File: src/optx_pkg.sv
// shared constants and the pin synchroniser for the optical phy control block
`timescale 1ns/1ps
`default_nettype none
package optx_pkg;
   // control register 1.0 bit 11, held by this block
   localparam logic CTRL_LOW_POWER_RST = 1'b1;
   // status register 3.519 field positions, kept for software mapping
   localparam int STAT_TX_UP_BIT = 13;
   localparam int STAT_LOC_LOCK_BIT = 12;
   localparam int STAT_REM_LOCK_BIT = 11;
   localparam int STAT_REM_ACK_BIT = 10;
   // header lock hysteresis, in received blocks
   localparam logic [2:0] LOCK_GOOD_CNT = 3'h4;
   localparam logic [2:0] UNLOCK_BAD_CNT = 3'h2;
   // width of the synchronised pin bundle
   localparam int SYNC_W = 16;
   // bundle bit positions
   localparam int P_HDR_STROBE = 0;
   localparam int P_HDR_PRESENT = 1;
   localparam int P_LOCK_OK = 2;
   localparam int P_LINK_OK = 3;
   localparam int P_ZERO_BLOCK = 4;
   localparam int P_TRAIN_DONE = 5;
   localparam int P_GMII_EN = 6;
   localparam int P_GMII_ER = 7;
   localparam int P_GMII_D0 = 8;
   localparam logic [7:0] PAY_IDLE = 8'h00;
endpackage

module optx_sync
   import optx_pkg::*;
(
   input wire logic CLOCK, // system clock
   input wire logic RST_N, // synchronous reset, active low
   input wire logic [SYNC_W-1:0] d_async, // pins from outside the clock domain
   output logic [SYNC_W-1:0] q_sync // two-stage synchronised copy
);
   logic [SYNC_W-1:0] meta_reg;
   logic [SYNC_W-1:0] meta_next;
   logic [SYNC_W-1:0] sync_reg;
   logic [SYNC_W-1:0] sync_next;

   // first stage feeds only the second stage
   always_comb begin
      meta_next = d_async;
      sync_next = meta_reg;
   end

   // register both stages
   always_ff @(posedge CLOCK) begin
      if (!RST_N) begin
         meta_reg <= '0;
         sync_reg <= '0;
      end else begin
         meta_reg <= meta_next;
         sync_reg <= sync_next;
      end
   end

   assign q_sync = sync_reg;
endmodule
`default_nettype wire

File: src/optx_ctrl.sv
// transmit and receive control of the optical phy: header lock, status bits, payload gating
`timescale 1ns/1ps
`default_nettype none
module optx_ctrl
   import optx_pkg::*;
(
   input wire logic CLOCK, // 100 MHz system clock
   input wire logic RST_N, // synchronous reset, active low
   input wire logic CTRL_WR_EN, // one-cycle write strobe for control bit 11
   input wire logic CTRL_WR_DATA, // value written to control bit 11
   input wire logic RX_HDR_STROBE, // level pulse, one received block decoded
   input wire logic RX_HDR_PRESENT, // block carried pilots and a header
   input wire logic RX_LOCK_OK, // peer_header_lock_field is OK
   input wire logic RX_LINK_OK, // peer_receive_link_field is OK
   input wire logic RX_ZERO_BLOCK, // block was all zero symbols
   input wire logic TRAIN_DONE, // level pulse, precoded link establishment complete
   input wire logic GMII_TX_EN, // host transmit enable
   input wire logic GMII_TX_ER, // host transmit error
   input wire logic [7:0] GMII_TXD, // host transmit octet
   output logic CTRL_LOW_POWER, // control bit 11 readback
   output logic STAT_LOC_LOCK, // status bit 12, local header lock
   output logic STAT_REM_LOCK, // status bit 11, remote header lock
   output logic STAT_REM_ACK, // status bit 10, partner acknowledged lock
   output logic STAT_TX_UP, // status bit 13, transmit control sending data
   output logic PAY_EN, // payload enable into the outgoing block
   output logic PAY_ER, // payload error into the outgoing block
   output logic [7:0] PAY_DATA // payload octet into the outgoing block
);
   typedef enum {TX_IDLE, TX_WAIT_TRAIN, TX_SEND_DATA} optx_tx_e;

   logic [SYNC_W-1:0] pins_async;
   logic [SYNC_W-1:0] pins_s;
   logic strobe_d_reg;
   logic strobe_d_next;
   logic train_d_reg;
   logic train_d_next;
   logic blk_ev;
   logic train_ev;
   logic hdr_present_s;
   logic lock_ok_s;
   logic link_ok_s;
   logic zero_s;
   logic gmii_en_s;
   logic gmii_er_s;
   logic [7:0] gmii_d_s;

   logic ctrl_reg;
   logic ctrl_next;
   logic [2:0] good_cnt_reg;
   logic [2:0] good_cnt_next;
   logic [2:0] bad_cnt_reg;
   logic [2:0] bad_cnt_next;
   logic loc_lock_reg;
   logic loc_lock_next;
   logic rem_lock_reg;
   logic rem_lock_next;
   logic rem_ack_reg;
   logic rem_ack_next;
   optx_tx_e state_reg;
   optx_tx_e state_next;
   logic tx_up_reg;
   logic tx_up_next;
   logic pay_en_reg;
   logic pay_en_next;
   logic pay_er_reg;
   logic pay_er_next;
   logic [7:0] pay_d_reg;
   logic [7:0] pay_d_next;

   // saturating block counter, used by both lock counters
   function automatic logic [2:0] sat_inc(input logic [2:0] v);
      sat_inc = (v == 3'h7) ? v : v + 3'h1;
   endfunction

   // every pin from the line side and the host side crosses two flip-flops
   assign pins_async = {GMII_TXD, GMII_TX_ER, GMII_TX_EN, TRAIN_DONE, RX_ZERO_BLOCK,
                        RX_LINK_OK, RX_LOCK_OK, RX_HDR_PRESENT, RX_HDR_STROBE};

   optx_sync u_sync (
      .CLOCK(CLOCK),
      .RST_N(RST_N),
      .d_async(pins_async),
      .q_sync(pins_s)
   );

   // unpack the synchronised bundle
   assign hdr_present_s = pins_s[P_HDR_PRESENT];
   assign lock_ok_s = pins_s[P_LOCK_OK];
   assign link_ok_s = pins_s[P_LINK_OK];
   assign zero_s = pins_s[P_ZERO_BLOCK];
   assign gmii_en_s = pins_s[P_GMII_EN];
   assign gmii_er_s = pins_s[P_GMII_ER];
   assign gmii_d_s = pins_s[P_GMII_D0 +: 8];

   // rising edges of the synchronised strobes; block fields must be stable around the strobe
   always_comb begin
      strobe_d_next = pins_s[P_HDR_STROBE];
      train_d_next = pins_s[P_TRAIN_DONE];
   end
   assign blk_ev = pins_s[P_HDR_STROBE] && !strobe_d_reg;
   assign train_ev = pins_s[P_TRAIN_DONE] && !train_d_reg;

   always_ff @(posedge CLOCK) begin
      if (!RST_N) begin
         strobe_d_reg <= 1'b0;
         train_d_reg <= 1'b0;
      end else begin
         strobe_d_reg <= strobe_d_next;
         train_d_reg <= train_d_next;
      end
   end

   // control bit 11 keeps whatever management last wrote
   always_comb begin
      ctrl_next = ctrl_reg;
      if (CTRL_WR_EN) begin
         ctrl_next = CTRL_WR_DATA;
      end
   end

   always_ff @(posedge CLOCK) begin
      if (!RST_N) begin
         ctrl_reg <= CTRL_LOW_POWER_RST;
      end else begin
         ctrl_reg <= ctrl_next;
      end
   end

   // receive control: hysteresis on header presence avoids lock chatter on one bad block
   always_comb begin
      good_cnt_next = good_cnt_reg;
      bad_cnt_next = bad_cnt_reg;
      loc_lock_next = loc_lock_reg;
      rem_lock_next = rem_lock_reg;
      rem_ack_next = rem_ack_reg;
      if (blk_ev) begin
         if (zero_s || !hdr_present_s) begin
            good_cnt_next = 3'h0;
            bad_cnt_next = sat_inc(bad_cnt_reg);
            if (sat_inc(bad_cnt_reg) >= UNLOCK_BAD_CNT) begin
               loc_lock_next = 1'b0;
            end
         end else begin
            bad_cnt_next = 3'h0;
            good_cnt_next = sat_inc(good_cnt_reg);
            if (sat_inc(good_cnt_reg) >= LOCK_GOOD_CNT) begin
               loc_lock_next = 1'b1;
            end
         end
         // peer status is only trusted from a block that carried a header
         if (hdr_present_s && !zero_s) begin
            rem_lock_next = lock_ok_s && loc_lock_next;
            if (lock_ok_s) begin
               rem_ack_next = 1'b1;
            end
         end
      end
      // without local lock remote lock clears with it; acknowledge clears one cycle after local lock drops
      if (!loc_lock_next) begin
         rem_lock_next = 1'b0;
         rem_ack_next = rem_ack_next && loc_lock_reg;
      end
   end

   always_ff @(posedge CLOCK) begin
      if (!RST_N) begin
         good_cnt_reg <= 3'h0;
         bad_cnt_reg <= 3'h0;
         loc_lock_reg <= 1'b0;
         rem_lock_reg <= 1'b0;
         rem_ack_reg <= 1'b0;
      end else begin
         good_cnt_reg <= good_cnt_next;
         bad_cnt_reg <= bad_cnt_next;
         loc_lock_reg <= loc_lock_next;
         rem_lock_reg <= rem_lock_next;
         rem_ack_reg <= rem_ack_next;
      end
   end

   // transmit control; low power or lost lock forces a full retrain
   always_comb begin
      state_next = state_reg;
      case (state_reg)
         TX_IDLE: begin
            if (!ctrl_reg && loc_lock_reg) begin
               state_next = TX_WAIT_TRAIN;
            end
         end
         TX_WAIT_TRAIN: begin
            if (ctrl_reg || !loc_lock_reg) begin
               state_next = TX_IDLE;
            end else if (train_ev) begin
               state_next = TX_SEND_DATA;
            end
         end
         TX_SEND_DATA: begin
            if (ctrl_reg || !loc_lock_reg) begin
               state_next = TX_IDLE;
            end else if (blk_ev && hdr_present_s && !zero_s && !link_ok_s) begin
               state_next = TX_WAIT_TRAIN;
            end
         end
         default: begin
            state_next = TX_IDLE;
         end
      endcase
      tx_up_next = (state_next == TX_SEND_DATA);
   end

   // payload mux: host frames only while sending data, idle octets otherwise
   always_comb begin
      pay_en_next = 1'b0;
      pay_er_next = 1'b0;
      pay_d_next = PAY_IDLE;
      if (tx_up_reg) begin
         pay_en_next = gmii_en_s;
         pay_er_next = gmii_er_s;
         pay_d_next = gmii_d_s;
      end
   end

   always_ff @(posedge CLOCK) begin
      if (!RST_N) begin
         state_reg <= TX_IDLE;
         tx_up_reg <= 1'b0;
         pay_en_reg <= 1'b0;
         pay_er_reg <= 1'b0;
         pay_d_reg <= PAY_IDLE;
      end else begin
         state_reg <= state_next;
         tx_up_reg <= tx_up_next;
         pay_en_reg <= pay_en_next;
         pay_er_reg <= pay_er_next;
         pay_d_reg <= pay_d_next;
      end
   end

   // status bits are straight flop copies, so reads track state without a write path
   assign CTRL_LOW_POWER = ctrl_reg;
   assign STAT_LOC_LOCK = loc_lock_reg;
   assign STAT_REM_LOCK = rem_lock_reg;
   assign STAT_REM_ACK = rem_ack_reg;
   assign STAT_TX_UP = tx_up_reg;
   assign PAY_EN = pay_en_reg;
   assign PAY_ER = pay_er_reg;
   assign PAY_DATA = pay_d_reg;

   // a written control value shows on the next cycle
   chk_ctrl_write: assert property (@(posedge CLOCK) disable iff (!RST_N)
      CTRL_WR_EN |=> CTRL_LOW_POWER == $past(CTRL_WR_DATA))
      else $error("control bit did not take written value");

   // control bit holds between writes
   chk_ctrl_hold: assert property (@(posedge CLOCK) disable iff (!RST_N)
      !CTRL_WR_EN |=> $stable(CTRL_LOW_POWER))
      else $error("control bit changed without a write");

   // enough good blocks give lock
   chk_lock_acquire: assert property (@(posedge CLOCK) disable iff (!RST_N)
      (blk_ev && hdr_present_s && !zero_s && good_cnt_reg == LOCK_GOOD_CNT - 3'h1) |=> STAT_LOC_LOCK)
      else $error("local lock not set after good blocks");

   // enough zero blocks drop lock
   chk_lock_drop: assert property (@(posedge CLOCK) disable iff (!RST_N)
      (blk_ev && zero_s && bad_cnt_reg == UNLOCK_BAD_CNT - 3'h1) |=> !STAT_LOC_LOCK)
      else $error("local lock not dropped after zero blocks");

   // remote lock never set by a NOT_OK header
   chk_rem_notok: assert property (@(posedge CLOCK) disable iff (!RST_N)
      (blk_ev && hdr_present_s && !zero_s && !lock_ok_s) |=> !STAT_REM_LOCK)
      else $error("remote lock set on NOT_OK header");

   // OK header under lock sets acknowledge
   chk_rem_ack: assert property (@(posedge CLOCK) disable iff (!RST_N)
      (blk_ev && hdr_present_s && !zero_s && lock_ok_s && loc_lock_reg) |=> STAT_REM_ACK)
      else $error("acknowledge not set on OK header");

   // training completion brings link up
   chk_link_up: assert property (@(posedge CLOCK) disable iff (!RST_N)
      (state_reg == TX_WAIT_TRAIN && train_ev && !ctrl_reg && loc_lock_reg) |=> STAT_TX_UP)
      else $error("link up not set after training");

   // peer NOT_OK link status drops link up
   chk_link_down: assert property (@(posedge CLOCK) disable iff (!RST_N)
      (STAT_TX_UP && blk_ev && hdr_present_s && !zero_s && !link_ok_s) |=> !STAT_TX_UP)
      else $error("link up kept after peer NOT_OK");

   // frames pass unaltered while up
   chk_pay_pass: assert property (@(posedge CLOCK) disable iff (!RST_N)
      STAT_TX_UP |=> (PAY_EN == $past(gmii_en_s) && PAY_ER == $past(gmii_er_s) && PAY_DATA == $past(gmii_d_s)))
      else $error("payload differs from host frame");

   // no host frames while down
   chk_pay_block: assert property (@(posedge CLOCK) disable iff (!RST_N)
      !STAT_TX_UP |=> (!PAY_EN && !PAY_ER && PAY_DATA == PAY_IDLE))
      else $error("host frame leaked while link down");

   // status follows the state machine
   chk_status_follow: assert property (@(posedge CLOCK) disable iff (!RST_N)
      (STAT_TX_UP == (state_reg == TX_SEND_DATA)) && (STAT_LOC_LOCK || !STAT_REM_LOCK))
      else $error("status bits disagree with state");
endmodule
`default_nettype wire

File: config.mk
export PLATFORM = sky130hd
export DESIGN_NAME = optx_ctrl
export DESIGN_NICKNAME = d
export VERILOG_FILES = /design/src/optx_pkg.sv /design/src/optx_ctrl.sv
export SDC_FILE = /design/constraint.sdc
export NUM_CORES = 1
export LEC_CHECK = 0
export ABC_AREA = 1
export BUFFER_PORTS_ARGS = -buffer_cell sky130_fd_sc_hd__buf_2
export CAP_MARGIN = 15
export CELL_PAD_IN_SITES_DETAIL_PLACEMENT = 0
export CELL_PAD_IN_SITES_GLOBAL_PLACEMENT = 1
export CORE_MARGIN = 4
export CORE_UTILIZATION = 23
export DETAILED_ROUTE_END_ITERATION = 6
export HOLD_SLACK_MARGIN = 0.12
export PLACE_DENSITY = 0.49
export RECOVER_POWER = 25
export SYNTH_ARGS = -nofsm -noshare
export SYNTH_HDL_FRONTEND = slang
export SYNTH_SLANG_ARGS = --single-unit
File: constraint.sdc
create_clock -name CLOCK -period 2.14 [get_ports CLOCK]
set_input_delay 0.321 -clock CLOCK [delete_from_list [all_inputs] [get_ports CLOCK]]
set_output_delay 0.321 -clock CLOCK [all_outputs]
set_load 0.02 [all_outputs]
==> summary.md <==
| Metric | Value |
|---|---|
| Slew margin rel. | `0.502` |
| RD Place Congestion | `0.649` |
| Leakage power total | `1.86 nW` |
| Crit-path max FO | `2` |
| Min Clock Period, post-route | `1.33 ns` |
| Layout area overhead | `27.1%` |
| Clock share of power | `0.469` |
| Comb pwr share | `0.033` |
| Via count | `1,763` |
| Largest register FFs | `32` |
| Switching Power | `0.717 mW` |
| Initial Util | `0.239` |
| Drt pass-1 iters | `4` |
| Worst setup SP type | `flip-flop` |
| RSZ-0062 raised after global routing | `false` |
| Layout cells sized above 1 | `0.214` |
| Final ANT Viol Nets | `0` |
| Slew Limit Fails | `0` |
| Vias in the first global route | `1,656` |
| Placed Instance Area | `3230 sq um` |
| Final hold vios | `0` |
| Worst slew pin tran | `0.747 ns` |
| Cts bufs inserted | `9` |
| Post-CTS setup buffers | `0` |
| Avg Inst Size Synth | `8.97 sq um` |
| CTS root buf | `clkbuf_16` |
| Die Width | `118 microns` |
| Inst Count DP | `514` |
| Pin count of the biggest net entering global routing | `26` |
| DRC viols | `0` |
| Yosys cell types | `30` |
| Total Power | `3.42 mW` |
| Commonest non-fill, non-tap cell in the layout | `dfxtp_1` |
| 1st-iter DRT viols | `34` |
| Min-delay worst type | `in2reg` |
| H-tree levels | `3` |
| Syn Std Cell Area | `2790 sq um` |
| WL/cell | `8.05 microns` |
| Final setup fails | `0` |
| Hold wc startpoint | `GMII_TXD[1]` |
| Global Route Usage Sum | `0.0682` |
| Setup TNS | `0 ns` |
| Core Footprint | `11,700 sq um` |
| Final net count | `405` |
| Antenna violations before repair | `0` |
| WS Path Type | `reg2reg` |
| Clk_lat worst skew | `0.33 ns` |
| Fmax | `0.750 GHz` |
| Grt total ovfl | `0` |
| Internal | `2.70 mW` |
| Clock-pin slew on the worst setup and hold paths | `0.06 ns` |
| Post-Route WL | `4270 microns` |
| Post-cts resize count | `0` |
| Yosys reg bits | `87` |
| Sequential share of power | `0.498` |
| Seq/Total Area, Yosys | `0.624` |
| CP arrival | `1.56 ns` |
| TritonCTS clock tree | `built` |
| Max Cap Violations | `0` |
| Die area | `14,000 sq um` |
| ANT cells | `0` |
| Commonest non-fill, non-tap cells in the layout | `dfxtp_1 (87), inv_1 (69), nand2_1 (65), buf_2 (33), conb_1 (30)` |
| I/O pins | `35` |
| Design area | `3550 sq um` |
| FP Rows | `39` |
| Sw Share | `0.209` |
| RR Startpoint | `bad_cnt_reg[1]$_SDFFE_PN0N_` |
| Worst Clk Skew | `0.00693 ns` |
| Worst setup EP type | `flip-flop` |
| Worst IR Drop VDD | `0.415 mV` |
| Via density | `3.33` |
| First-pass GRT wire length | `7460 microns` |
| Clk buf depth | `2` |
| Power density cells | `965 nW/um^2` |
| Non-filler cells, final | `530` |
| Die Ht | `118 microns` |
| Status | `finished clean` |
| Hold buffers post-CTS | `0` |
| Crit share post-route | `0.623` |
| Number of port buffers | `34` |
| Mapped Cells | `311` |
| Critical Path Source | `bad_cnt_reg[1]$_SDFFE_PN0N_` |
| Hpwl dp | `3080 microns` |
| Critical path required time | `2.36 ns` |
| Synthesis Warnings | `0` |
| CTS sink cnt | `87` |
## synth_stat cells
cell	number	share of area
a31o_1	1	0.0031
o211ai_1	1	0.0027
o21a_1	1	0.0027
nand4_1	2	0.0045
nor2_4	4	0.016
inv_2	11	0.015
a211oi_1	1	0.0027
a21boi_2	1	0.0040
buf_2	2	0.0036
o21ai_0	2	0.0036
nand3_1	6	0.011
xor2_1	2	0.0063
nor2_8	1	0.0072
a21oi_1	8	0.014
nor2_1	23	0.031
nand2_2	4	0.0090
nand2_4	2	0.0081
o21ai_2	2	0.0063
nor3_1	1	0.0018
o21ai_1	1	0.0018
clkbuf_1	1	0.0013
buf_6	1	0.0040
conb_1	1	0.0013
and2_4	1	0.0031
nor2_2	6	0.013
dfxtp_1	87	0.62
inv_1	69	0.093
ha_1	3	0.013
nand2_1	65	0.087
nand4_2	1	0.0045
## power by group through the flow
| stage | Sequential (mW) | Combinational, mW | Clock [mW] |
|---|---|---|---|
| finish | 1.71 | 0.112 | 1.60 |
| global route | 1.71 | 0.135 | 1.74 |
| CTS | 1.71 | 0.116 | 1.66 |
| detailed placement | 1.74 | 0.115 | 0 |
| global placement | 1.74 | 0.114 | 0 |
| floorplan | 1.74 | 0.0809 | 0 |
## layer usage
metal,global-route usage,part of all wire
met4,0.0462,0.027
met3,0.0267,0.038
met5,0,0
met1,0.0815,0.50
met2,0.101,0.44
## critical path, stage by stage, from the launching register on
cell and delay, ns:
dfxtp_1 0.33, inv_1 0.06, ha_1 0.28, nand3_1 0.09, nand2_1 0.06, a21boi_2 0.15, nor2_2 0.06, o21ai_2 0.14
nor2_1 0.06
## kinds of logic after synthesis
family	synth area share
AOI/OAI and AO/OA	0.0413
DFF	0.624
xor gates and xnor gates	0.00628
buffers and inverters	0.117
other	0.00134
and+or+nand+nor	0.197
adders and majority gates	0.0135
## path summary, 6_finish.rpt
path	end	slack, ns	depth (start not counted)
setup / recovery	STAT_REM_LOCK$_SDFFE_PN0P_	0.81	8
hold reg to reg	PAY_DATA[4]$_SDFF_PN0_	0.41	2
hold / removal	u_sync.meta_reg[9]$_SDFF_PN0_	0.17	3
setup reg to reg	STAT_REM_LOCK$_SDFFE_PN0P_	0.81	8
## metrics by stage
step / util / hold slack, ns / worst slack [ns]
6_report: 0.304 / 0.169 / 0.806
5_1_grt: 0.304 / 0.163 / 0.714
4_1_cts: 0.304 / 0.154 / 0.781
3_5_place_dp: 0.277 / 0.397 / 0.792
3_3_place_gp: 0.277 / 0.394 / 0.834
2_1_floorplan: - / 0.390 / 0.890
## area by class of cell
cell class / instances / area, sq um
clock inverter: 5 / 63.8
clock buffer: 11 / 253
multi-input combinational: 169 / 832
fill: 1231 / 8120
tap: 143 / 179
inverter: 80 / 300
timing repair buffer: 35 / 176
sequential: 87 / 1740
(Power assumes the default switching activity.)
